--- src/cpu_stack_map.svh ---
`ifndef CPU_STACK_MAP_SVH
`define CPU_STACK_MAP_SVH
`define STK_DEPTH 16
`define STK_AW 4
`define PC_W 15
`define PTR_W 16
`define CTX_W 32
`define PROG_SEL_BIT 15
`define PTR_RST 16'h0000
`define PC_RST 15'h0000
`endif

--- src/cpu_stack_pkg.sv ---
`default_nettype none
package cpu_stack_pkg;
   typedef enum logic [1:0] {
      AM_DIRECT = 2'h0,
      AM_INDIRECT = 2'h1,
      AM_RELATIVE = 2'h3
   } addr_mode_t;

   typedef enum logic [1:0] {
      IND_IDLE = 2'h0,
      IND_FETCH = 2'h1
   } ind_state_t;

   typedef struct packed {
      logic valid;
      logic [1:0] mode;
      logic ptr_sel;
      logic [15:0] operand;
      logic [14:0] pc;
   } opnd_req_t;

   typedef struct packed {
      logic valid;
      logic prog;
      logic [15:0] addr;
   } opnd_ans_t;
endpackage
`default_nettype wire

--- src/cpu_stack.sv ---
`include "cpu_stack_map.svh"
`default_nettype none
module cpu_stack (
   // clock and reset
   input wire logic clk_sys_i,
   input wire logic rst_i,
   // return stack
   input wire logic push_i,
   input wire logic pop_i,
   input wire logic [`PC_W-1:0] push_addr_i,
   input wire logic stk_err_en_i,
   output logic [`PC_W-1:0] top_addr_o,
   output logic stack_overflow_flag_o,
   output logic stack_underflow_flag_o,
   input wire logic flags_clr_i,
   output logic soft_reset_o,
   // context shadow
   input wire logic irq_enter_i,
   input wire logic irq_return_i,
   input wire logic [`CTX_W-1:0] ctx_i,
   output logic [`CTX_W-1:0] ctx_restore_o,
   output logic ctx_restore_vld_o,
   // indirect pointers
   input wire logic ptr_wr_i,
   input wire logic ptr_wr_sel_i,
   input wire logic [`PTR_W-1:0] ptr_wr_data_i,
   output logic [`PTR_W-1:0] ptr0_o,
   output logic [`PTR_W-1:0] ptr1_o,
   // operand addressing
   input wire cpu_stack_pkg::opnd_req_t req_i,
   output cpu_stack_pkg::opnd_ans_t ans_o,
   output logic busy_o
);
   // ==========================================
   // return stack
   logic [`PC_W-1:0] stk_mem_r [`STK_DEPTH];
   logic [`STK_AW:0] cnt_r;
   logic full, empty, do_push, do_pop, ovf_ev, unf_ev;
   assign full = (cnt_r == (`STK_AW+1)'(`STK_DEPTH));
   assign empty = (cnt_r == '0);
   assign ovf_ev = push_i && full;
   assign unf_ev = pop_i && !push_i && empty;
   assign do_push = push_i && !full;
   assign do_pop = pop_i && !push_i && !empty;

   always_ff @(posedge clk_sys_i) begin
      if (rst_i) begin
         cnt_r <= '0;
      end else if (do_push) begin
         stk_mem_r[cnt_r[`STK_AW-1:0]] <= push_addr_i;
         cnt_r <= cnt_r + 1'b1;
      end else if (do_pop) begin
         cnt_r <= cnt_r - 1'b1;
      end
   end

   always_ff @(posedge clk_sys_i) begin
      if (rst_i) begin
         top_addr_o <= `PC_RST;
      end else if (do_push) begin
         top_addr_o <= push_addr_i;
      end else if (do_pop) begin
         top_addr_o <= (cnt_r > 1) ? stk_mem_r[cnt_r[`STK_AW-1:0] - 2'h2] : `PC_RST;
      end
   end

   // flags: set wins over clear
   always_ff @(posedge clk_sys_i) begin
      if (rst_i) begin
         stack_overflow_flag_o <= 1'b0;
         stack_underflow_flag_o <= 1'b0;
         soft_reset_o <= 1'b0;
      end else begin
         stack_overflow_flag_o <= (stk_err_en_i && ovf_ev) ||
            (stack_overflow_flag_o && !flags_clr_i);
         stack_underflow_flag_o <= (stk_err_en_i && unf_ev) ||
            (stack_underflow_flag_o && !flags_clr_i);
         soft_reset_o <= stk_err_en_i && (ovf_ev || unf_ev);
      end
   end

   // ==========================================
   // context shadow
   logic [`CTX_W-1:0] shadow_r;
   always_ff @(posedge clk_sys_i) begin
      if (rst_i) begin
         shadow_r <= '0;
      end else if (irq_enter_i) begin
         shadow_r <= ctx_i;
      end
   end

   always_ff @(posedge clk_sys_i) begin
      if (rst_i) begin
         ctx_restore_o <= '0;
         ctx_restore_vld_o <= 1'b0;
      end else begin
         ctx_restore_vld_o <= irq_return_i;
         if (irq_return_i) begin
            ctx_restore_o <= shadow_r;
         end
      end
   end

   // ==========================================
   // indirect pointers
   always_ff @(posedge clk_sys_i) begin
      if (rst_i) begin
         ptr0_o <= `PTR_RST;
         ptr1_o <= `PTR_RST;
      end else if (ptr_wr_i) begin
         if (ptr_wr_sel_i) begin
            ptr1_o <= ptr_wr_data_i;
         end else begin
            ptr0_o <= ptr_wr_data_i;
         end
      end
   end

   // ==========================================
   // operand addressing
   cpu_stack_pkg::ind_state_t st_r;
   logic [`PTR_W-1:0] eff;
   logic is_prog;
   always_comb begin
      eff = req_i.operand;
      unique case (req_i.mode)
         cpu_stack_pkg::AM_INDIRECT: eff = req_i.ptr_sel ? ptr1_o : ptr0_o;
         cpu_stack_pkg::AM_RELATIVE: eff = {1'b0, req_i.pc} + req_i.operand;
         default: eff = req_i.operand;
      endcase
   end
   assign is_prog = (req_i.mode == cpu_stack_pkg::AM_INDIRECT) && eff[`PROG_SEL_BIT];

   always_ff @(posedge clk_sys_i) begin
      if (rst_i) begin
         st_r <= cpu_stack_pkg::IND_IDLE;
         ans_o <= '0;
         busy_o <= 1'b0;
      end else begin
         unique case (st_r)
            cpu_stack_pkg::IND_IDLE: begin
               ans_o <= '0;
               busy_o <= 1'b0;
               if (req_i.valid && is_prog) begin
                  st_r <= cpu_stack_pkg::IND_FETCH;
                  busy_o <= 1'b1;
                  ans_o.prog <= 1'b1;
                  ans_o.addr <= eff;
               end else if (req_i.valid) begin
                  ans_o <= '{valid: 1'b1, prog: 1'b0, addr: eff};
               end
            end
            cpu_stack_pkg::IND_FETCH: begin
               st_r <= cpu_stack_pkg::IND_IDLE;
               busy_o <= 1'b0;
               ans_o.valid <= 1'b1;
            end
            default: st_r <= cpu_stack_pkg::IND_IDLE;
         endcase
      end
   end

   // ==========================================
   // checks
   ovf_flag_a: assert property (@(posedge clk_sys_i) disable iff (rst_i)
      (stk_err_en_i && push_i && full) |=> stack_overflow_flag_o && soft_reset_o)
      else $error("overflow not flagged");
   unf_flag_a: assert property (@(posedge clk_sys_i) disable iff (rst_i)
      (stk_err_en_i && pop_i && !push_i && empty) |=> stack_underflow_flag_o)
      else $error("underflow not flagged");
   depth_bound_a: assert property (@(posedge clk_sys_i) disable iff (rst_i)
      cnt_r <= (`STK_AW+1)'(`STK_DEPTH))
      else $error("stack depth exceeded");
   push_top_a: assert property (@(posedge clk_sys_i) disable iff (rst_i)
      (push_i && !full) |=> top_addr_o == $past(push_addr_i))
      else $error("top not pushed value");
   ctx_restore_a: assert property (@(posedge clk_sys_i) disable iff (rst_i)
      (irq_enter_i ##1 !irq_enter_i && irq_return_i) |=> ctx_restore_o == $past(ctx_i, 2))
      else $error("context not restored");
   prog_extra_a: assert property (@(posedge clk_sys_i) disable iff (rst_i)
      (st_r == cpu_stack_pkg::IND_IDLE && req_i.valid && is_prog)
      |=> !ans_o.valid && busy_o ##1 ans_o.valid && ans_o.prog)
      else $error("no extra cycle");
   data_direct_a: assert property (@(posedge clk_sys_i) disable iff (rst_i)
      (st_r == cpu_stack_pkg::IND_IDLE && req_i.valid && !is_prog)
      |=> ans_o.valid && !busy_o)
      else $error("data access late");
   ptr_write_a: assert property (@(posedge clk_sys_i) disable iff (rst_i)
      (ptr_wr_i && !ptr_wr_sel_i) |=> ptr0_o == $past(ptr_wr_data_i))
      else $error("pointer not written");
   full_c: cover property (@(posedge clk_sys_i) full);
   ovf_c: cover property (@(posedge clk_sys_i) soft_reset_o);
   prog_c: cover property (@(posedge clk_sys_i) st_r == cpu_stack_pkg::IND_FETCH);
   ctx_c: cover property (@(posedge clk_sys_i) ctx_restore_vld_o);
endmodule
`default_nettype wire

--- config.mk ---
export PLATFORM = sky130hd
export DESIGN_NAME = cpu_stack
export DESIGN_NICKNAME = d
export VERILOG_FILES = /design/src/cpu_stack_pkg.sv /design/src/cpu_stack.sv
export VERILOG_INCLUDE_DIRS = /design/src
export SDC_FILE = /design/constraint.sdc
export NUM_CORES = 1
export LEC_CHECK = 0
export ABC_AREA = 1
export BUFFER_PORTS_ARGS = -buffer_cell sky130_fd_sc_hd__buf_2
export CAP_MARGIN = 30
export CORE_ASPECT_RATIO = 0.9
export CORE_UTILIZATION = 50
export DETAILED_ROUTE_END_ITERATION = 12
export PLACE_DENSITY_LB_ADDON = 0.12
export SLEW_MARGIN = 10
export SYNTH_ARGS = -nofsm -noshare
export SYNTH_HDL_FRONTEND = slang
export SYNTH_SLANG_ARGS = --single-unit
--- constraint.sdc ---
create_clock -name clk_sys_i -period 7.11 [get_ports clk_sys_i]
set_input_delay 0 -clock clk_sys_i [delete_from_list [all_inputs] [get_ports clk_sys_i]]
set_output_delay 0 -clock clk_sys_i [all_outputs]
set_load 0.02 [all_outputs]
==> results of run 1 <==
==> flip-flops by register name, summed over array words and instances (netlist names) <==
name / cells
ptr0_o: 16
st_r: 1
ptr1_o: 16
stk_mem_r: 240
cnt_r: 5
ctx_restore_vld_o: 1
soft_reset_o: 1
stack_overflow_flag_o: 1
top_addr_o: 15
shadow_r: 32
stack_underflow_flag_o: 1
busy_o: 1
ctx_restore_o: 32
ans_o: 18
==> layout make-up <==
class                           instances  area (um^2)
Multi-Input combinational cell       1114         5270
Timing Repair Buffer                  326         2210
Tap cell                              409          512
Inverter                               75          298
Fill cell                            2567        11600
Clock buffer                           52         1110
Clock inverter                         19          205
Sequential cell                       380        10000
Antenna cell                            1         2.50
==> power by group <==
part | switching [mW] | leakage [nW] | internal [mW] | total [mW]
sequential | 0.0510 | 3.32 | 2.41 | 2.46
combinational | 0.516 | 4.09 | 0.248 | 0.764
clock | 0.832 | 0.642 | 1.25 | 2.08
==> per-stage QoR <==
| step | utilization | power (mW) | cells | hold WS, ps |
|---|---|---|---|---|
| after global routing | 0.628 | 5.49 | 2376 | 44.8 |
| after floorplan | - | 2.96 | 1660 | 76.7 |
| after CTS | 0.628 | 5.32 | 2375 | 3.58 |
| after detailed placement | 0.556 | 3.22 | 2211 | 228 |
| after global placement | 0.552 | 3.20 | 2199 | 222 |
| final | 0.628 | 5.30 | 2376 | 32.5 |
==> placed cells by master, fill, tap and decap left out, drive strengths merged, types with 4 or more instances in the layout <==
cell type    count
nand3          130
clkbuf          52
a31oi           13
bufinv           4
edfxtp         240
o211ai           9
nor3            12
dlygate4sd3     93
clkinv          15
nand4            4
dfxtp          140
nand2          397
o2111ai          4
ha              22
inv             74
o21ai          121
buf            233
a21oi          128
a22oi           25
nor2           236
==> final timing paths <==
path / slack [ps] / depth (start not counted) / to / from
max: 3030 / 10 / stk_mem_r[6][12]$_DFFE_PP_ / cnt_r[0]$_SDFFE_PP0P_
min: 30 / 5 / ptr0_o[8]$_SDFFE_PP0P_ / ptr_wr_sel_i
max reg2reg: 3030 / 10 / stk_mem_r[6][12]$_DFFE_PP_ / cnt_r[0]$_SDFFE_PP0P_
min reg2reg: 460 / 2 / ans_o[5]$_SDFFE_PP0N_ / ans_o[5]$_SDFFE_PP0N_
==> layer usage <==
metal  global-route usage  vias to the layer above  routed length [um]
li1                     -                     6218                   -
met3               0.0664                       95                4220
met1                0.403                     6144               20400
met4               0.0925                        0                1480
met2                0.396                      545               19700
met5                    0                        -                   0
==> critical path, delay by kind of cell, from the launching register on <==
family,cells,cell delay (ps)
simple gates,6,1390
buf+inv,3,1130
flops,1,760
fa+ha+maj,1,510
==> cells by family (layout without fill, tap and decap cells) <==
logic type	Yosys count	after routing	synth area share
AO/OA/AOI/OAI	307	307	0.106
adder cells (fa/ha/maj)	23	23	0.0184
XOR/XNOR	2	2	0.00226
other	0	1	0
buffers and inverters	166	472	0.0477
flip-flops	380	380	0.624
AND/OR/NAND/NOR	782	782	0.201
==> timing repair <==
| item | in CTS | in global routing |
|---|---|---|
| hold buffers | 93 | 0 |
| hold endpoints to repair | 337 | 0 |
| resized for setup | 0 | 0 |
==> flow_summary_export.csv, run 1 <==
group,metric,value,unit
run_status,outcome,"finished clean",
detailed_routing,vias,13000,
global_routing,grt_max_degree,98,
finish,drive_gt1_frac,0.164,
floorplan,ioPinCount,210,
timing,finalSetupViolations,0,
min_path,hp-class,"input pin to flip-flop",
synth,synth_nets,1791,
detailed_routing,finalWirelength,45800,um
power_and_ir_drop,ir_drop,0.228,mV
detailed_routing,drt-initial-drc-count,1196,
detailed_routing,viasPerCell,5.47,
finish,design_area,0.0196,mm^2
detailed_routing,wl_per_cell,19.3,um
placement,place.gp.congestion,0.866,
floorplan,rows,61,
cts,cts_root_buffer,"clkbuf_16",
setup_path,critical_path_class,"flip-flop to flip-flop",
setup_path,crit_required,7350,ps
setup_path,crit_path_cell_trace,"clkinv_2 > ha_1 > inv_1 > nor2_8 > nand2_4 > nand2_4 > nor2_1 > nand2_1 > nor2_1 > buf_6",
synth,synth_area_leader_cell,"edfxtp_1",
power_and_ir_drop,power.leakage,8.05,nW
global_routing,grt.overflow.total,0,
global_routing,antenna_found_initial,2,
synth,ys_seq_area_frac,0.624,
setup_path,endpoint_kind,"flip-flop",
synth,synthTopCellsByCount,"nand2_1 (387), edfxtp_1 (240), nor2_1 (234)",
timing,fin_setup_tns,0,ps
timing,finClkSkew,25.9,ps
synth,syn_avg_cell_area,9.66,um^2
synth,synth_area,0.0160,mm^2
setup_path,crit_arrival,4320,ps
setup_path,crit_path_start_kind,"flip-flop",
timing,worst_slew_pin_slew,900,ps
cts,clkTransAtPathRegs,60,ps
timing,slew_violations,0,
synth,synth_flop_cell,"edfxtp_1",
detailed_routing,antenna_left,0,
timing,fin_crit_sh,0.574,
floorplan,core_area,0.0312,mm^2
synth,synth_cells,1660,
setup_path,critical_path_peak_fanout,61,
floorplan,dieWidth,191,um
cts,cts_buffers,39,
cts,h-tree-depth,2,
finish,area_delta_synth_final,22.3,%
timing,relSlewSlack,0.399,
cts,cts_setup_buffers,0,
setup_path,slowest_stage,"dfxtp_4",
global_routing,grtUsageTotal,0.274,
synth,synth_top_area_frac,0.449,
cts,cts_tree,"built",
cts,cts.path.max_buffers,3,
floorplan,die_h,172,um
synth,async_flop_share,0,
placement,port-buffer-count,209,
cts,clk_latency,540,ps
detailed_routing,drc,0,
synth,ys_warn_count,0,
finish,nets,2067,
timing,setup_slack,3030,ps
run,cap_violations,0,
detailed_routing,drt-pass1-iter-count,5,
timing,fin_crit,4080,ps
floorplan,start_util,0.514,
synth,yosysUniqueCellTypes,46,
global_routing,first_global_vias,12100,
synth,synth_most_common_cell,"nand2_1",
placement,dpl.hpwl,29900,um
placement,dp_slack,3010,ps
timing,max_freq,245,MHz
synth,synth_area_leaders,"edfxtp_1 (45%), dfxtp_1 (17%), nand2_1 (9.1%)",
floorplan,dieArea,0.0328,mm^2
placement,place_area,0.0174,mm^2
synth,ys_seq_elements,380,
setup_path,slowest_delay,760,ps
power_and_ir_drop,power_density,270,mW/mm^2
synth,synth_edf_count,240,
cts,cts_sinks,380,
timing,rsz0062_at_grt,"no",
timing,hold_viol_final,0,
global_routing,grt_first_pass_wirelength,68000,um
Note: power is estimated with default switching activity, not from simulation.
==> run 2: changes to the inputs <==
- clock period: 7.11 -> 4.3 ns (I/O delays scaled with it)
==> run 2 against run 1 <==
Non-clock buffer count up 4; clock skew down 9.0 ps; via count up 0.15%; sequential power up 65%; die area unchanged; count of clock-buffer cells in the layout unchanged; cell count up 0.29%; hold slack worse by 2.9 ps; critical endpoint is now stk_mem_r[15][14]$_DFFE_PP_; largest power group unchanged; highest routed layer unchanged.
==> flow_summary_export.csv, run 2 (synthesis gave the netlist of run 1 again) <==
group,metric,value,unit
run,cap_violations,0,
setup_path,slowest_delay,710,ps
timing,hold_viol_final,0,
setup_path,reg2reg_slack,1160,ps
detailed_routing,wl_met3,2900,um
setup_path,critical_path_class,"flip-flop to flip-flop",
detailed_routing,finalWirelength,44300,um
timing,max_freq,318,MHz
power_and_ir_drop,power.leakage,8.05,nW
timing,worst_slew_pin_slew,913,ps
floorplan,core_area,0.0312,mm^2
global_routing,grtUsageTotal,0.266,
timing,fin_setup_tns,0,ps
setup_path,ff2ff_path_depth,10,
cts,cts_buffers,40,
timing,fin_crit_sh,0.731,
detailed_routing,wl_per_cell,18.6,um
finish,fillers,2604,
min_path,hp-start,"ptr_wr_sel_i",
global_routing,grt_max_degree,83,
timing,relSlewSlack,0.392,
setup_path,crit_path_start_kind,"flip-flop",
cts,h-tree-depth,2,
floorplan,start_util,0.514,
detailed_routing,wirelength_met1,19600,um
global_routing,grt_first_pass_wirelength,67700,um
finish,layout_commonest_cell,"nand2_1",
power_and_ir_drop,ir_drop,0.280,mV
detailed_routing,vias,13000,
cts,cts_sinks,380,
finish,register_area,0.0100,mm^2
detailed_routing,antenna_left,0,
min_path,whs_endpoint,"ptr0_o[11]$_SDFFE_PP0P_",
detailed_routing,met2WireLength,20500,um
run_status,outcome,"finished clean",
detailed_routing,highest-signal-layer,"met4",
timing,finalSetupViolations,0,
finish,final_cell_mix,"nand2_1 (387), edfxtp_1 (240), nor2_1 (234)",
global_routing,antenna_found_initial,0,
setup_path,worstReg2RegStart,"cnt_r[0]$_SDFFE_PP0P_",
detailed_routing,viasPerCell,5.46,
min_path,min_path_cells,5,
setup_path,crit_required,4540,ps
min_path,hp-class,"input pin to flip-flop",
finish,nets,2072,
setup_path,crit_arrival,3380,ps
global_routing,grt.overflow.total,0,
cts,cts_tree,"built",
placement,dpl.hpwl,27800,um
setup_path,critical_path_peak_fanout,47,
timing,finClkSkew,16.9,ps
floorplan,dieArea,0.0328,mm^2
placement,place.gp.congestion,0.898,
setup_path,r2r-end,"stk_mem_r[15][14]$_DFFE_PP_",
cts,clkTransAtPathRegs,60,ps
timing,rsz0062_at_grt,"no",
finish,multi_input_area,0.00526,mm^2
cts,cts.path.max_buffers,3,
placement,dp_slack,1200,ps
detailed_routing,drc,0,
detailed_routing,drt-pass1-iter-count,6,
finish,area_delta_synth_final,22.2,%
floorplan,dieWidth,191,um
floorplan,ioPinCount,210,
cts,cts_root_buffer,"clkbuf_16",
setup_path,slowest_stage,"nor2_1",
timing,fin_crit,3140,ps
floorplan,die_h,172,um
cts,clk_latency,530,ps
setup_path,crit_start,"cnt_r[0]$_SDFFE_PP0P_",
floorplan,rows,61,
timing,slew_violations,0,
setup_path,crit_path_cell_trace,"clkinv_2 > ha_1 > inv_1 > nor2_8 > nand2_4 > nand2_4 > nor2_1 > nand2_1 > nor2_1 > buf_4",
setup_path,endpoint_kind,"flip-flop",
detailed_routing,drt-initial-drc-count,1263,
placement,port-buffer-count,209,
finish,drive_gt1_frac,0.164,
power_and_ir_drop,power_density,443,mW/mm^2
timing,setup_slack,1160,ps
finish,largest_reg_flops,240,
global_routing,first_global_vias,12200,
[run 2: stage by stage]
| step | hold WS, ps | total power [mW] | area (um^2) | utilization | instances |
|---|---|---|---|---|---|
| after floorplan | 76.7 | 4.90 | 16000 | - | 1660 |
| after global placement | 222 | 5.26 | 17300 | 0.555 | 2211 |
| after detailed placement | 229 | 5.27 | 17400 | 0.556 | 2213 |
| after CTS | 12.8 | 8.70 | 19600 | 0.628 | 2382 |
| after global routing | 57.0 | 8.99 | 19600 | 0.628 | 2382 |
| final | 29.7 | 8.68 | 19600 | 0.628 | 2383 |
[run 2: final cells by class]
class,instances,share of cell area
tap,409,0.0261
clock buffer,52,0.0560
clock inverter,22,0.00996
inverter,75,0.0152
multi-input combinational,1114,0.269
antenna,1,0.000128
timing repair buffer,330,0.113
sequential,380,0.511
[run 2: critical path, delay by kind of cell (launching register included)]
kind	cells	cell delay, ps
and+or+nand+nor	6	1350
buffers and inverters	3	580
adders and majority gates	1	250
DFF	1	660
[run 2: worst max path at each step]
stage	end	slack [ps]	depth (start not counted)
final	stk_mem_r[15][14]$_DFFE_PP_	1160	10
after global routing	top_addr_o[13]$_SDFFE_PP0P_	880	10
after CTS	stk_mem_r[15][6]$_DFFE_PP_	1190	10
after detailed placement	stk_mem_r[15][9]$_DFFE_PP_	1200	10
after global placement	top_addr_o[13]$_SDFFE_PP0P_	1250	10
after floorplan	stk_mem_r[10][0]$_DFFE_PP_	1540	12
[run 2: power by group]
part	leakage [nW]	internal (mW)	switching, mW
Sequential	3.32	3.99	0.0717
Clock	0.625	1.99	1.41
Combinational	4.10	0.409	0.813
Total	8.05	6.38	2.29
[run 2: metal layers]
layer | GRT usage | up-vias
met5 | 0 | -
met4 | 0.0901 | 0
met3 | 0.0390 | 88
met2 | 0.417 | 504
met1 | 0.380 | 6186
li1 | - | 6243
[run 2: repair_timing]
action                     CTS  global route
setup endpoints to repair    0             0
hold endpoints to repair   344             0
buffers inserted             0             0
gates resized for setup      0             0
hold buffers                95             0
